File: src/core/dec_defines.vh
// Constants for the drawing engine command and control block
`ifndef DEC_DEFINES_VH
`define DEC_DEFINES_VH

// ----------------------------------------------------------------
// Register map (word addresses on the plain register port)
// ----------------------------------------------------------------
`define DEC_ADDR_W          4
`define DEC_ADDR_CMD        4'h0
`define DEC_ADDR_DIMX       4'h1
`define DEC_ADDR_DESTX      4'h2
`define DEC_ADDR_STATUS     4'h3
`define DEC_ADDR_ROTCTL     4'h4

// ----------------------------------------------------------------
// Command word fields
// ----------------------------------------------------------------
`define DEC_BIT_ACTIVATE    15
`define DEC_BIT_PATTERN     14
`define DEC_BIT_DESTX_WB    13
`define DEC_BIT_QUICK       12
`define DEC_BIT_DIR         11
`define DEC_BIT_MAJOR_Y     10
`define DEC_STEP_HI         9
`define DEC_STEP_LO         8
`define DEC_BIT_STRETCH     7
`define DEC_BIT_MONO        6
`define DEC_BIT_LASTPIX     5
`define DEC_BIT_CAPTURE     4
`define DEC_OP_HI           3
`define DEC_OP_LO           0
`define DEC_CMD_RESET       16'h0000
`define DEC_DIMX_W          12

// ----------------------------------------------------------------
// Command codes
// ----------------------------------------------------------------
`define DEC_OP_BLIT         4'h0
`define DEC_OP_RECT_FILL    4'h1
`define DEC_OP_TRAP_FILL    4'h3
`define DEC_OP_RLE_STRIP    4'h5
`define DEC_OP_SHORT_STROKE 4'h6
`define DEC_OP_LINE         4'h7
`define DEC_OP_HOST_WR      4'h8
`define DEC_OP_HOST_RD      4'h9
`define DEC_OP_HOST_WR_LB   4'ha
`define DEC_OP_ROT_BLIT     4'hb

// ----------------------------------------------------------------
// Rotation step codes
// ----------------------------------------------------------------
`define DEC_STEP_FLIP_RT    2'h0
`define DEC_STEP_CCW90      2'h1
`define DEC_STEP_CW90       2'h2
`define DEC_STEP_FLIP_LT    2'h3

// ----------------------------------------------------------------
// Operation one-hot vector positions
// ----------------------------------------------------------------
`define DEC_NOPS            10
`define DEC_ONE_BLIT        0
`define DEC_ONE_RECT        1
`define DEC_ONE_TRAP        2
`define DEC_ONE_RLE         3
`define DEC_ONE_STROKE      4
`define DEC_ONE_LINE        5
`define DEC_ONE_HWR         6
`define DEC_ONE_HRD         7
`define DEC_ONE_HWRLB       8
`define DEC_ONE_ROT         9

`endif

File: src/core/dec_engine_ctrl.v
// Drawing engine command word register, decode and run control
`timescale 1ns/1ps
`default_nettype none
`include "dec_defines.vh"

// How it works
// - Writing activate one starts; resets to idle
// - Write back destination X when enabled
// - Quick start launches on X dimension write
// - Direction bit: horizontal stroke, right-to-left blit
// - Major axis bit picks Y or X
// - Step field picks rotation or axis flip
// - Stretch bit enables Y-only stretch
// - Host source bit selects mono or colour
// - Last-pixel bit draws final vector pixel
// - Capture bit enables host read capture
// - Codes 0,1,3: blit, rect, trapezoid fill
// - Codes 5,6,7: strip, stroke, line
// - Codes 8-b: host blits and rotation blit
// - Repeat rotation only with rotation blit; lengths
module dec_engine_ctrl (
  input  wire                      clk_sys,
  input  wire                      nrst,
  // Register port
  input  wire [`DEC_ADDR_W-1:0]    reg_addr,
  input  wire [15:0]               reg_wdata,
  input  wire                      reg_wr,
  input  wire                      reg_rd,
  output reg  [15:0]               reg_rdata,
  // Datapath handshake
  input  wire                      eng_done,
  input  wire [`DEC_DIMX_W-1:0]    eng_dest_x,
  output wire                      eng_start,
  output reg                       eng_busy,
  output reg  [`DEC_NOPS-1:0]      eng_op,
  output reg                       eng_dir_rtl,
  output reg                       eng_stroke_horiz,
  output reg                       eng_major_y,
  output reg  [1:0]                eng_step,
  output reg                       eng_stretch_y,
  output reg                       eng_host_mono,
  output reg                       eng_last_pixel,
  output reg                       eng_capture,
  output reg                       eng_color_pattern,
  output reg                       eng_repeat_rot,
  output reg  [`DEC_DIMX_W-1:0]    eng_length,
  output reg  [`DEC_DIMX_W-1:0]    eng_dim_x,
  output reg  [`DEC_DIMX_W-1:0]    dest_x
);

  // ----------------------------------------------------------------
  // State
  // ----------------------------------------------------------------
  localparam ST_IDLE = 1'b0;
  localparam ST_RUN  = 1'b1;

  reg  [15:0]               cmd_r;
  reg  [`DEC_DIMX_W-1:0]    dimx_r;
  reg  [`DEC_DIMX_W-1:0]    destx_r;
  reg                       rot_rep_r;
  reg                       state_r;
  reg                       state_nxt;
  reg                       reserved_seen_r;
  wire [`DEC_NOPS-1:0]      op_onehot;
  wire                      op_reserved;
  wire                      wr_cmd;
  wire [15:0]               cmd_nxt;
  wire                      wr_dimx;
  wire                      go_explicit;
  wire                      go_quick;
  wire                      start;

  // ----------------------------------------------------------------
  // Command decode
  // ----------------------------------------------------------------
  dec_op_decode u_decode (
    .op_code     (cmd_nxt[`DEC_OP_HI:`DEC_OP_LO]),
    .op_onehot   (op_onehot),
    .op_reserved (op_reserved)
  );

  // ----------------------------------------------------------------
  // Start conditions
  // ----------------------------------------------------------------
  assign wr_cmd  = reg_wr && (reg_addr == `DEC_ADDR_CMD);
  assign wr_dimx = reg_wr && (reg_addr == `DEC_ADDR_DIMX);
  // Decode the word being written, so a launch runs its own command
  assign cmd_nxt = wr_cmd ? {1'b0, reg_wdata[`DEC_BIT_PATTERN:0]} : cmd_r;
  // Writing a one to activate launches the command
  assign go_explicit = wr_cmd && reg_wdata[`DEC_BIT_ACTIVATE];
  // X dimension write alone launches when quick start is on
  assign go_quick = wr_dimx && cmd_r[`DEC_BIT_QUICK];
  // Starts while busy are dropped: datapath cannot take two at once
  assign start     = (state_r == ST_IDLE) && (go_explicit || go_quick);
  assign eng_start = start;

  // ----------------------------------------------------------------
  // Run state machine
  // ----------------------------------------------------------------
  always @* begin
    state_nxt = state_r;
    case (state_r)
      ST_IDLE: if (start) begin
        state_nxt = ST_RUN;
      end
      ST_RUN: if (eng_done) begin
        state_nxt = ST_IDLE;
      end
      default: state_nxt = ST_IDLE;
    endcase
  end

  always @(posedge clk_sys) begin
    if (!nrst) begin
      state_r <= ST_IDLE;
    end else begin
      state_r <= state_nxt;
    end
  end

  // ----------------------------------------------------------------
  // Software registers
  // ----------------------------------------------------------------
  always @(posedge clk_sys) begin
    if (!nrst) begin
      cmd_r     <= `DEC_CMD_RESET;
      dimx_r    <= {`DEC_DIMX_W{1'b0}};
      rot_rep_r <= 1'b0;
    end else begin
      if (wr_cmd) begin
        // Activate is held by the engine, not stored from software
        cmd_r <= cmd_nxt;
      end
      if (wr_dimx) begin
        dimx_r <= reg_wdata[`DEC_DIMX_W-1:0];
      end
      if (reg_wr && (reg_addr == `DEC_ADDR_ROTCTL)) begin
        rot_rep_r <= reg_wdata[0];
      end
    end
  end

  // Destination X: software load, engine writeback on completion
  always @(posedge clk_sys) begin
    if (!nrst) begin
      destx_r <= {`DEC_DIMX_W{1'b0}};
    end else if ((state_r == ST_RUN) && eng_done && cmd_r[`DEC_BIT_DESTX_WB]) begin
      destx_r <= eng_dest_x;
    end else if (reg_wr && (reg_addr == `DEC_ADDR_DESTX)) begin
      destx_r <= reg_wdata[`DEC_DIMX_W-1:0];
    end
  end

  // Sticky flag for a launch with a reserved code; cleared on command write
  always @(posedge clk_sys) begin
    if (!nrst) begin
      reserved_seen_r <= 1'b0;
    end else if (start && op_reserved) begin
      reserved_seen_r <= 1'b1;
    end else if (wr_cmd) begin
      reserved_seen_r <= 1'b0;
    end
  end

  // ----------------------------------------------------------------
  // Operation controls to the datapath, registered
  // ----------------------------------------------------------------
  always @(posedge clk_sys) begin
    if (!nrst) begin
      eng_busy          <= 1'b0;
      eng_op            <= {`DEC_NOPS{1'b0}};
      eng_dir_rtl       <= 1'b0;
      eng_stroke_horiz  <= 1'b0;
      eng_major_y       <= 1'b0;
      eng_step          <= `DEC_STEP_FLIP_RT;
      eng_stretch_y     <= 1'b0;
      eng_host_mono     <= 1'b0;
      eng_last_pixel    <= 1'b0;
      eng_capture       <= 1'b0;
      eng_color_pattern <= 1'b0;
      eng_repeat_rot    <= 1'b0;
      eng_length        <= {`DEC_DIMX_W{1'b0}};
      eng_dim_x         <= {`DEC_DIMX_W{1'b0}};
      dest_x            <= {`DEC_DIMX_W{1'b0}};
    end else begin
      eng_busy <= (state_nxt == ST_RUN);
      eng_op   <= op_onehot;
      // Same bit steers blit direction and stroke orientation
      eng_dir_rtl      <= cmd_nxt[`DEC_BIT_DIR] && (op_onehot[`DEC_ONE_BLIT] ||
                          op_onehot[`DEC_ONE_ROT]);
      eng_stroke_horiz <= cmd_nxt[`DEC_BIT_DIR] &&
                          op_onehot[`DEC_ONE_STROKE];
      eng_major_y      <= cmd_nxt[`DEC_BIT_MAJOR_Y];
      eng_step         <= cmd_nxt[`DEC_STEP_HI:`DEC_STEP_LO];
      eng_stretch_y    <= cmd_nxt[`DEC_BIT_STRETCH];
      // Source format only matters on host-sourced blits
      eng_host_mono    <= cmd_nxt[`DEC_BIT_MONO] && (op_onehot[`DEC_ONE_HWR] ||
                          op_onehot[`DEC_ONE_HWRLB]);
      eng_last_pixel   <= cmd_nxt[`DEC_BIT_LASTPIX] &&
                          op_onehot[`DEC_ONE_LINE];
      eng_capture      <= cmd_nxt[`DEC_BIT_CAPTURE];
      eng_color_pattern <= cmd_nxt[`DEC_BIT_PATTERN];
      eng_repeat_rot   <= rot_rep_r && op_onehot[`DEC_ONE_ROT];
      // Stroke and line read the X dimension as a length
      eng_length       <= (op_onehot[`DEC_ONE_STROKE] || op_onehot[`DEC_ONE_LINE]) ?
                          dimx_r : {`DEC_DIMX_W{1'b0}};
      eng_dim_x        <= dimx_r;
      dest_x           <= destx_r;
    end
  end

  // ----------------------------------------------------------------
  // Read data, one cycle after the strobe
  // ----------------------------------------------------------------
  always @(posedge clk_sys) begin
    if (!nrst) begin
      reg_rdata <= 16'h0000;
    end else if (reg_rd) begin
      case (reg_addr)
        // Activate shows the live run state for polling
        `DEC_ADDR_CMD:    reg_rdata <= {(state_r == ST_RUN), cmd_r[14:0]};
        `DEC_ADDR_DIMX:   reg_rdata <= {4'h0, dimx_r};
        `DEC_ADDR_DESTX:  reg_rdata <= {4'h0, destx_r};
        `DEC_ADDR_STATUS: reg_rdata <= {13'h0000, reserved_seen_r, op_reserved,
                                        (state_r == ST_RUN)};
        `DEC_ADDR_ROTCTL: reg_rdata <= {15'h0000, rot_rep_r};
        default:          reg_rdata <= 16'h0000;
      endcase
    end else begin
      reg_rdata <= 16'h0000;
    end
  end

endmodule // dec_engine_ctrl
`default_nettype wire

File: src/core/dec_op_decode.v
// Command code decoder for the drawing engine
`timescale 1ns/1ps
`default_nettype none
`include "dec_defines.vh"

module dec_op_decode (
  input  wire [3:0]             op_code,
  output reg  [`DEC_NOPS-1:0]   op_onehot,
  output reg                    op_reserved
);

  // ----------------------------------------------------------------
  // Pure decode of the four-bit command field
  // ----------------------------------------------------------------
  always @* begin
    op_onehot   = {`DEC_NOPS{1'b0}};
    op_reserved = 1'b0;
    case (op_code)
      `DEC_OP_BLIT:         op_onehot[`DEC_ONE_BLIT]   = 1'b1;
      `DEC_OP_RECT_FILL:    op_onehot[`DEC_ONE_RECT]   = 1'b1;
      `DEC_OP_TRAP_FILL:    op_onehot[`DEC_ONE_TRAP]   = 1'b1;
      `DEC_OP_RLE_STRIP:    op_onehot[`DEC_ONE_RLE]    = 1'b1;
      `DEC_OP_SHORT_STROKE: op_onehot[`DEC_ONE_STROKE] = 1'b1;
      `DEC_OP_LINE:         op_onehot[`DEC_ONE_LINE]   = 1'b1;
      `DEC_OP_HOST_WR:      op_onehot[`DEC_ONE_HWR]    = 1'b1;
      `DEC_OP_HOST_RD:      op_onehot[`DEC_ONE_HRD]    = 1'b1;
      `DEC_OP_HOST_WR_LB:   op_onehot[`DEC_ONE_HWRLB]  = 1'b1;
      `DEC_OP_ROT_BLIT:     op_onehot[`DEC_ONE_ROT]    = 1'b1;
      default:              op_reserved                = 1'b1;
    endcase
  end

endmodule // dec_op_decode
`default_nettype wire

File: config.mk
export PLATFORM = sky130hd
export DESIGN_NAME = dec_engine_ctrl
export DESIGN_NICKNAME = d
export VERILOG_FILES = /design/src/core/dec_engine_ctrl.v /design/src/core/dec_op_decode.v
export VERILOG_INCLUDE_DIRS = /design/src /design/src/core
export SDC_FILE = /design/constraint.sdc
export NUM_CORES = 1
export LEC_CHECK = 0
export BUFFER_PORTS_ARGS = -buffer_cell sky130_fd_sc_hd__buf_4
export CORE_AREA = 2 2 75 131
export CTS_CLUSTER_DIAMETER = 100
export DETAILED_ROUTE_END_ITERATION = 12
export DIE_AREA = 0 0 77 133
export PLACE_DENSITY = 0.74
export RECOVER_POWER = 25
export SLEW_MARGIN = 15
export SYNTH_ARGS = -nofsm -noshare
export SYNTH_HDL_FRONTEND = slang
export SYNTH_SLANG_ARGS = --single-unit
File: constraint.sdc
create_clock -name clk_sys -period 1.8 [get_ports clk_sys]
set_clock_uncertainty 0.05 [all_clocks]
set_input_delay 0.36 -clock clk_sys [delete_from_list [all_inputs] [get_ports clk_sys]]
set_output_delay 0.36 -clock clk_sys [all_outputs]
set_load 0.02 [all_outputs]
==> impl_metrics.toml, run 1 <==
[critical_path]
cp-end-kind = "primary output"
cp.required_ps = 1390
crit_path_max_fanout = 4
crit_buf_inv = 4
rr_startpoint = "cmd_r[2]"
critPathLaunchType = "input port"
slowest_delay_ps = 150
rr_worst_depth = 3
criticalPathCategory = "input port to primary output"
r2r_end = "eng_length[7]"
cpMostUsedCell = "buf_4"
reg2reg_slack_ps = 150
critical_path_arrival_ps = 1290
slowest_stage = "buf_4"
crit_family = "buffers and inverters"
cp_cell_sequence = "buf_4, buf_4, nor3b_2, buf_4, nand3b_1, o32ai_4, buf_6"

[timing]
max_freq_mhz = 589
period_needed_ps = 1700
drv_slew = 0
slew_headroom_pct = 54.0
max_slew.worst_pin.slew_ps = 689
fin_crit_sh_pct = 94.3
hold_viol = 0
setup_viol = 0
grt_setup_unrepaired = "false"
setup_ws_ps = 103

[drt]
vias = 3439
first_iter_violations = 177
vias_per_cell = 5.02
first_pass_iters = 5
drc = 0
wirelength_mm = 10.9
postRouteAntennaNets = 0
wl_per_cell_um = 15.9

[clock_tree]
clkTransAtPathRegs_ps = 50
ctsHoldBuffers = 0
h-tree-depth = 4
clockBufferDepth = 2
cts_tree = "done"
cts_root_buf = "clkbuf_16"
clk_latency_ps = 410
clock_sinks = 115
cts_buffers = 17

[synth]
syn-instance-count = 423
syn_area_sq_um = 4240
syn_area_per_cell_sq_um = 10.0
ys_warn_count = 0
ys_ff_latch = 115
synth.net_count = 460
synth_edf_count = 0
yosysUniqueCellTypes = 51
async_reset_ff_share_pct = 0
seq_area_frac_synth_pct = 54.3
ys.flop_type = "dfxtp_1"

[floorplanning]
fp.dieH_um = 133
start_util_pct = 45.6
ios = 112
rows = 47
die_area_sq_um = 10200
core-area_sq_um = 9290
floorplan.die.width_um = 77

[final_layout]
nNetsFinal = 587
multi_input_area_sq_um = 1800
n_fill_cell = 817
final_cell_mix = "buf_4, dfxtp_1, nor2_1, mux2i_1, a21oi_1"
layout_commonest_cell = "buf_4"
area_delta_synth_final_pct = 38.4
utilization_pct = 63.1
diodes = 0
seqCellArea_sq_um = 2300
final_layout_size_suffix_gt1_share_pct = 32.0

[power_and_ir_drop]
leakagePower_nw = 2.68
power_density_nw_per_um2 = 1030
ir_drop_mv = 0.689

[place]
place_ws_ps = -283
port_buffers = 111
gp_congestion = 0.833
place.detailed.hpwl_mm = 7.87

[grt]
antenna_found_initial = 0
grt_pass1_wl_mm = 17.6
grt.overflow.total = 0
grt_use_total_pct = 22.4
grt_pass1_vias = 3513
grt_start_max_net_pins = 29

[worst_hold_path]
whs_path_depth = 3
hold_start = "reg_wdata[13]"
min_to = "cmd_r[13]"
min_path_type = "input port to flip-flop"

[flow_run]
drv_cap = 0

[status]
status = "completed"
power breakdown:
part	switching [mW]	total [mW]	leakage, nW	internal [mW]
combinational	0.166	0.306	1.48	0.139
sequential	0.0159	2.59	0.928	2.57
clock	1.10	3.11	0.266	2.01
total	1.28	6.01	2.68	4.73
kinds of logic after synthesis:
kind of cell | after synthesis | synth area share, %
flip-flops | 115 | 54.3
buffers and inverters | 34 | 3.72
AND/OR/NAND/NOR | 166 | 21.2
multiplexers | 43 | 10.8
AO/OA/AOI/OAI | 65 | 9.95
flip-flops by register name (all words and copies together) (netlist names), 2 cells and up:
register	flops
reg_rdata	16
destx_r	12
eng_length	12
eng_step	2
cmd_r	15
dimx_r	12
eng_op	10
eng_dim_x	12
dest_x	12
layer usage:
metal	global-route usage [%]	vias up	routed length, um
met5	0	-	0
met4	9.72	0	221
met3	5.87	22	515
met2	40.4	109	5920
met1	24.4	1600	4260
li1	-	1708	-
cell usage after synthesis (all sizes together) (2+ instances only):
master / number / area [sq um]
mux4: 2 / 45.0
nor4: 2 / 12.5
nor3b: 4 / 30.0
nand2: 23 / 88.8
and2: 40 / 275
nand2b: 3 / 18.8
inv: 2 / 7.51
a21oi: 30 / 150
and4: 2 / 17.5
nor3: 3 / 15.0
nor4b: 2 / 23.8
mux2i: 40 / 400
o211ai: 3 / 22.5
nand3b: 5 / 37.5
nor2: 56 / 218
o21a: 3 / 22.5
o21ai: 6 / 30.0
clkbuf: 17 / 65.1
and3: 7 / 43.8
a211oi: 12 / 90.1
buf: 14 / 81.3
nand3: 7 / 35.0
nor2b: 4 / 25.0
or2: 2 / 12.5
dfxtp: 115 / 2300
nand4: 2 / 12.5
nand4b: 2 / 17.5
worst min-delay path, cell delays in order:
cell	delay, ps
buf_4	110
nand2_1	50
a21oi_1	50
per-stage QoR:
step           cell area [sq um]  hold WS [ps]  instances  TNS [ps]  power, mW
2_1_floorplan               4250           395        423         0       2.79
3_3_place_gp                5330           410        652     -3870       2.95
3_5_place_dp                5330           409        652     -4500       2.95
4_1_cts                     5900           136        685         0       6.05
5_1_grt                     5860           143        685         0       6.21
6_report                    5860           146        685         0       6.01
worst max-delay path by stage:
stage	startpoint	end	depth (start not counted)
2_1_floorplan	reg_addr[0]	eng_length[10]	7
3_3_place_gp	reg_addr[3]	eng_length[0]	5
3_5_place_dp	reg_addr[3]	eng_length[0]	5
4_1_cts	eng_busy	eng_start	3
5_1_grt	reg_wr	eng_start	7
6_report	reg_wr	eng_start	7
timing repair:
action	4_1_cts	5_1_grt
setup endpoints to repair	1	1
gates resized for setup	3	1
pin swaps	3	1
buffers inserted	3	0
endpoints found under the hold margin	0	0
area by class of cell:
type,instances,share of cell area (%)
Clock buffer,21,7.51
Clock inverter,11,1.92
Inverter,3,0.192
Multi-Input combinational cell,274,30.7
Sequential cell,115,39.3
Tap cell,122,2.60
Timing Repair Buffer,139,17.8
Note: power is estimated with default switching activity, not from simulation.
==> inputs of run 2 (changes only) <==
--- a/config.mk
+++ b/config.mk
@@ -7,13 +7,14 @@
 export NUM_CORES = 1
 export LEC_CHECK = 0
 export BUFFER_PORTS_ARGS = -buffer_cell sky130_fd_sc_hd__buf_4
-export CORE_AREA = 2 2 75 131
+export CORE_AREA = 2 2 74 129
 export CTS_CLUSTER_DIAMETER = 100
 export DETAILED_ROUTE_END_ITERATION = 12
-export DIE_AREA = 0 0 77 133
-export PLACE_DENSITY = 0.74
+export DIE_AREA = 0 0 76 131
+export PLACE_DENSITY = 0.73
 export RECOVER_POWER = 25
 export SLEW_MARGIN = 15
 export SYNTH_ARGS = -nofsm -noshare
 export SYNTH_HDL_FRONTEND = slang
+export SYNTH_HIERARCHICAL = 1
 export SYNTH_SLANG_ARGS = --single-unit
==> impl_metrics.toml, run 2 <==
[final_layout]
regMostFlops = "reg_rdata"
diodes = 0
final_cell_mix = "buf_4, dfxtp_1, nand2_1, and2_1, nor2_1"
area_delta_synth_final_pct = 43.3
layout_commonest_cell = "buf_4"
top_regs = "reg_rdata (16), cmd_r (15)"
largest_reg_flops = 16
final_layout_size_suffix_gt1_share_pct = 33.1
nNetsFinal = 579

[critical_path]
crit_path_start = "reg_addr[3]"
criticalPathCategory = "input port to flip-flop"
cp-end-kind = "flip-flop"
r2r_end = "reg_rdata[1]"
critical_path_arrival_ps = 2080
rr_worst_depth = 6
reg2reg_slack_ps = 230
crit_path_max_fanout = 5
rr_startpoint = "cmd_r[1]"
cp.required_ps = 2030
crit_path_end = "reg_rdata[1]"
critPathLaunchType = "input port"

[grt]
grt_start_max_net_pins = 40
grt_use_total_pct = 21.6
grt_pass1_wl_mm = 16.2
grt_pass1_vias = 3305
grt.overflow.total = 0
antenna_found_initial = 0

[synth]
async_reset_ff_share_pct = 0
synthTopCellsByCount = "dfxtp_1, and2_1, nand2_1, nor2_1, mux2i_1"
netlist_top_cells_area = "dfxtp_1, and2_1, mux2i_1"
seq_area_frac_synth_pct = 57.7
yosysUniqueCellTypes = 36
syn-instance-count = 400
ys_ff_latch = 115
synth_edf_count = 0
yosys.area.top_type = "dfxtp_1"
yosysMostFrequentCell = "dfxtp_1"
syn_area_per_cell_sq_um = 9.97
synth.net_count = 437
ys.flop_type = "dfxtp_1"
yosys.area.top_type_share_pct = 57.7
ys_warn_count = 6
syn_area_sq_um = 3990

[clock_tree]
cts_root_buf = "clkbuf_16"
clockBufferDepth = 2
clk_latency_ps = 400
cts_tree = "done"
h-tree-depth = 4
clkTransAtPathRegs_ps = 50
clock_sinks = 115
cts_buffers = 17

[timing]
drv_slew = 0
max_slew.worst_pin.slew_ps = 795
period_needed_ps = 1850
whs_ps = 127
max_freq_mhz = 541
hold_viol = 0
slew_headroom_pct = 47.0
fin_crit_sh_pct = 103
setup_viol = 2
grt_setup_unrepaired = "true"
setup_ws_ps = -48.8

[status]
status = "finished with violations"
violations = "negative setup slack"

[power_and_ir_drop]
p_sw_share_pct = 20.5
clockPowerShare_pct = 50.7
ir_drop_mv = 0.745
power_density_nw_per_um2 = 1010
finalPower_mw = 5.80
pwr-share-comb_pct = 4.8
seqPwrFrac_pct = 44.6
intPower_mw = 4.61
leakagePower_nw = 2.57
power.switching_mw = 1.19

[floorplanning]
rows = 46
die_area_sq_um = 9960
fp.dieH_um = 131
core-area_sq_um = 8920
start_util_pct = 44.7
floorplan.die.width_um = 76
ios = 112

[drt]
first_pass_iters = 4
postRouteAntennaNets = 0
wirelength_mm = 10.5
wl_per_cell_um = 15.5
first_iter_violations = 229
vias = 3364
vias_per_cell = 5.00
drc = 0

[place]
port_buffers = 111
place.detailed.hpwl_mm = 7.33
gp_congestion = 0.866
place_ws_ps = -506

[flow_run]
drv_cap = 0

[worst_hold_path]
min_path_type = "input port to flip-flop"
run 2: critical path: stages:
cell       delay (ps)
buf_8             100
nor4_4            340
nand2_4           130
mux2_4            350
nor3b_2           160
a211o_1           240
mux2i_1           140
a2bb2oi_1         190
nor2_1             70
run 2: what timing repair did:
item                                    in CTS  in global routing
resized for setup                            4                  7
endpoints found under the setup margin       5                 19
pin swaps                                    4                  6
hold buffers                                 0                  0
buffers inserted                             3                  1
run 2: worst min path at each step:
stage,from,to,slack (ps),depth (start not counted)
3_3_place_gp,cmd_r[14],reg_rdata[14],400,1
2_1_floorplan,cmd_r[14],reg_rdata[14],380,1
6_report,eng_done,eng_busy,130,2
4_1_cts,eng_done,eng_busy,110,2
5_1_grt,eng_done,eng_busy,120,2
3_5_place_dp,cmd_r[14],reg_rdata[14],400,1
run 2: area by class of cell:
class	instances	area [sq um]
Timing Repair Buffer	145	1130
Clock buffer	24	462
Sequential cell	115	2300
Multi-Input combinational cell	262	1610
Tap cell	120	150
Clock inverter	6	57.6
Inverter	1	3.75
Fill cell	685	3200
run 2: logic make-up after synthesis:
| logic type | after synthesis | share of synthesized area [%] |
|---|---|---|
| and+or+nand+nor | 168 | 22.1 |
| DFF | 115 | 57.7 |
| AOI/OAI and AO/OA | 60 | 8.47 |
| muxes | 34 | 9.13 |
| buffers and inverters | 23 | 2.60 |
run 2: per-layer routing:
layer	GRT usage (%)	vias up	part of all wire [%]
met4	12.1	0	2.7
met1	21.0	1598	35
met3	6.25	21	4.9
met5	0	-	0
li1	-	1622	-
met2	40.8	123	57
run 2: stage by stage:
step | setup TNS, ps | cell area (sq um) | util, % | std cells
floorplan | -3490 | 4000 | - | 400
global placement | -9180 | 5120 | 57.4 | 639
detailed placement | -9750 | 5120 | 57.4 | 639
CTS | -63.0 | 5680 | 63.7 | 672
global route | -1620 | 5720 | 64.1 | 673
finish | -74.6 | 5720 | 64.1 | 673
run 2: power groups by stage:
stage | clock network, mW | logic, mW | registers (mW)
global placement | 0 | 0.259 | 2.63
finish | 2.94 | 0.275 | 2.58
floorplan | 0 | 0.108 | 2.64
global route | 3.11 | 0.294 | 2.58
CTS | 2.99 | 0.270 | 2.58
detailed placement | 0 | 0.263 | 2.63
==> inputs of run 3 (changes only) <==
--- a/config.mk
+++ b/config.mk
@@ -6,12 +6,13 @@
 export SDC_FILE = /design/constraint.sdc
 export NUM_CORES = 1
 export LEC_CHECK = 0
+export ABC_AREA = 1
 export BUFFER_PORTS_ARGS = -buffer_cell sky130_fd_sc_hd__buf_4
-export CORE_AREA = 2 2 74 129
+export CORE_AREA = 2 2 75 130
 export CTS_CLUSTER_DIAMETER = 100
 export DETAILED_ROUTE_END_ITERATION = 12
-export DIE_AREA = 0 0 76 131
-export PLACE_DENSITY = 0.73
+export DIE_AREA = 0 0 77 132
+export PLACE_DENSITY = 0.74
 export RECOVER_POWER = 25
 export SLEW_MARGIN = 15
 export SYNTH_ARGS = -nofsm -noshare
==> impl_metrics.toml, run 3 <==
[status]
status = "completed"

[synth]
syn_area_sq_um = 4180
yosys.area.top_type = "dfxtp_1"
synth_edf_count = 0
seq_area_frac_synth_pct = 55.0
yosysMostFrequentCell = "dfxtp_1"
synthTopCellsByCount = "dfxtp_1, inv_1, nand2_1, nor2_1, o21ai_0"
yosys.area.top_type_share_pct = 55.0
ys_ff_latch = 115
async_reset_ff_share_pct = 0
netlist_top_cells_area = "dfxtp_1, inv_1, nand2_1"
yosysUniqueCellTypes = 29
ys.flop_type = "dfxtp_1"
ys_warn_count = 6
syn_area_per_cell_sq_um = 7.83
synth.net_count = 571
syn-instance-count = 534

[final_layout]
design_area_sq_um = 5890
diodes = 0
utilization_pct = 64.8
top_regs = "reg_rdata (16), cmd_r (15)"
fin_cells = 805
nNetsFinal = 709
largest_reg_flops = 16
final_layout_size_suffix_gt1_share_pct = 29.3
regMostFlops = "reg_rdata"
layout_commonest_cell = "buf_4"
area_delta_synth_final_pct = 40.8
final_cell_mix = "buf_4, dfxtp_1, inv_1, nand2_1, nor2_1"

[critical_path]
critical_path_arrival_ps = 1960
cp-end-kind = "flip-flop"
reg2reg_slack_ps = 280
crit_path_start = "reg_addr[1]"
critPathLaunchType = "input port"
rr_startpoint = "cmd_r[2]"
crit_path_max_fanout = 12
cp.required_ps = 2090
criticalPathCategory = "input port to flip-flop"

[power_and_ir_drop]
leakagePower_nw = 3.01
ir_drop_mv = 0.749
power_density_nw_per_um2 = 1050

[place]
place_area_sq_um = 5300
place.detailed.hpwl_mm = 8.19
gp_congestion = 0.895
place_inst = 771
port_buffers = 111

[floorplanning]
ios = 112
core-area_sq_um = 9090
die_area_sq_um = 10200
rows = 46
fp.dieH_um = 132
start_util_pct = 46.0
floorplan.die.width_um = 77

[drt]
drc = 0
wirelength_mm = 11.1
first_iter_violations = 253
wl_per_cell_um = 13.8
vias_per_cell = 4.79
first_pass_iters = 4
vias = 3858
postRouteAntennaNets = 0

[clock_tree]
ctsHoldBuffers = 0
cts_tree = "done"
clock_sinks = 115
clk_latency_ps = 410
cts_buffers = 17
h-tree-depth = 4
cts_root_buf = "clkbuf_16"
clockBufferDepth = 2
clkTransAtPathRegs_ps = 50

[grt]
antenna_found_initial = 0
grt_start_max_net_pins = 47
grt_pass1_wl_mm = 18.5
grt.overflow.total = 0
grt_pass1_vias = 3960
grt_use_total_pct = 23.3

[timing]
max_freq_mhz = 597
drv_slew = 0
period_needed_ps = 1670
fin_crit_sh_pct = 93.1
max_slew.worst_pin.slew_ps = 805
hold_viol = 0
setup_viol = 0
slew_headroom_pct = 46.3

[worst_hold_path]
hold_start = "reg_wdata[4]"
min_path_type = "input port to flip-flop"

[flow_run]
drv_cap = 0
-- run 3: cell count changes after synthesis, sizes merged, moves of 8 or more --
cell and change:
a21oi +8, a31oi -12, and2 -56, inv +105, mux2i -27, nand2 +40
nor2 +55, o21ai +32
-- run 3: what timing repair did --
action | CTS | global route
pin swaps | 0 | 1
resized for setup | 1 | 4
endpoints found under the setup margin | 12 | 10
setup buffers | 0 | 2
-- run 3: cell type report --
type / count / area [sq um]
well taps: 120 / 150
repair buffers: 138 / 1040
multi-input cells: 293 / 1410
flip-flops and latches: 115 / 2300
clock inverters: 9 / 103
inverters: 107 / 403
clock buffers: 23 / 488
fillers: 806 / 3200
-- run 3: worst paths after layout --
path,cells after the start,end
min reg2reg,2,eng_dim_x[4]
min,3,cmd_r[4]
max,15,eng_length[11]
max reg2reg,11,eng_length[11]
-- run 3: report_power, final --
group          total (mW)  switching (mW)  internal (mW)
clock                3.26            1.09           2.17
combinational       0.332           0.197          0.135
sequential           2.60          0.0152           2.58
total                6.19            1.31           4.89
-- run 3: logic make-up (layout without fill, tap and decap cells) --
family                 Yosys count  in the layout  synth area share, %
flip-flops                     115            115                 55.0
buffers and inverters          126            277                 12.2
AO/OA/AOI/OAI                   93             93                 12.3
AND/OR/NAND/NOR                200            200                 20.5
-- run 3: metal layers --
layer | part of all wire (%) | vias to the layer above | track usage (%)
met3 | 6.7 | 31 | 6.51
li1 | - | 1906 | -
met5 | 0 | - | 0
met1 | 35 | 1780 | 23.2
met4 | 3.4 | 0 | 12.7
met2 | 55 | 141 | 42.8
-- run 3: worst max-delay path: stages --
cell,delay [ps]
buf_4,120
nor2_4,150
nand2_2,90
inv_2,70
nand2_2,90
nand2_1,90
inv_2,50
a21oi_4,160
nand2_2,120
nor3_4,210
nand2_1,90
inv_2,80
nor2_4,40
buf_12,140
nor2_1,100
-- run 3: metrics by stage --
stage / TNS (ps) / worst slack (ps) / power (mW) / hold slack [ps]
detailed placement: -6480 / -462 / 2.99 / 365
global placement: -4790 / -338 / 2.98 / 365
CTS: 0 / 134 / 6.23 / 170
global route: -2.41 / -2.41 / 6.40 / 177
finish: 0 / 125 / 6.19 / 176
floorplan: -1480 / -143 / 2.82 / 357
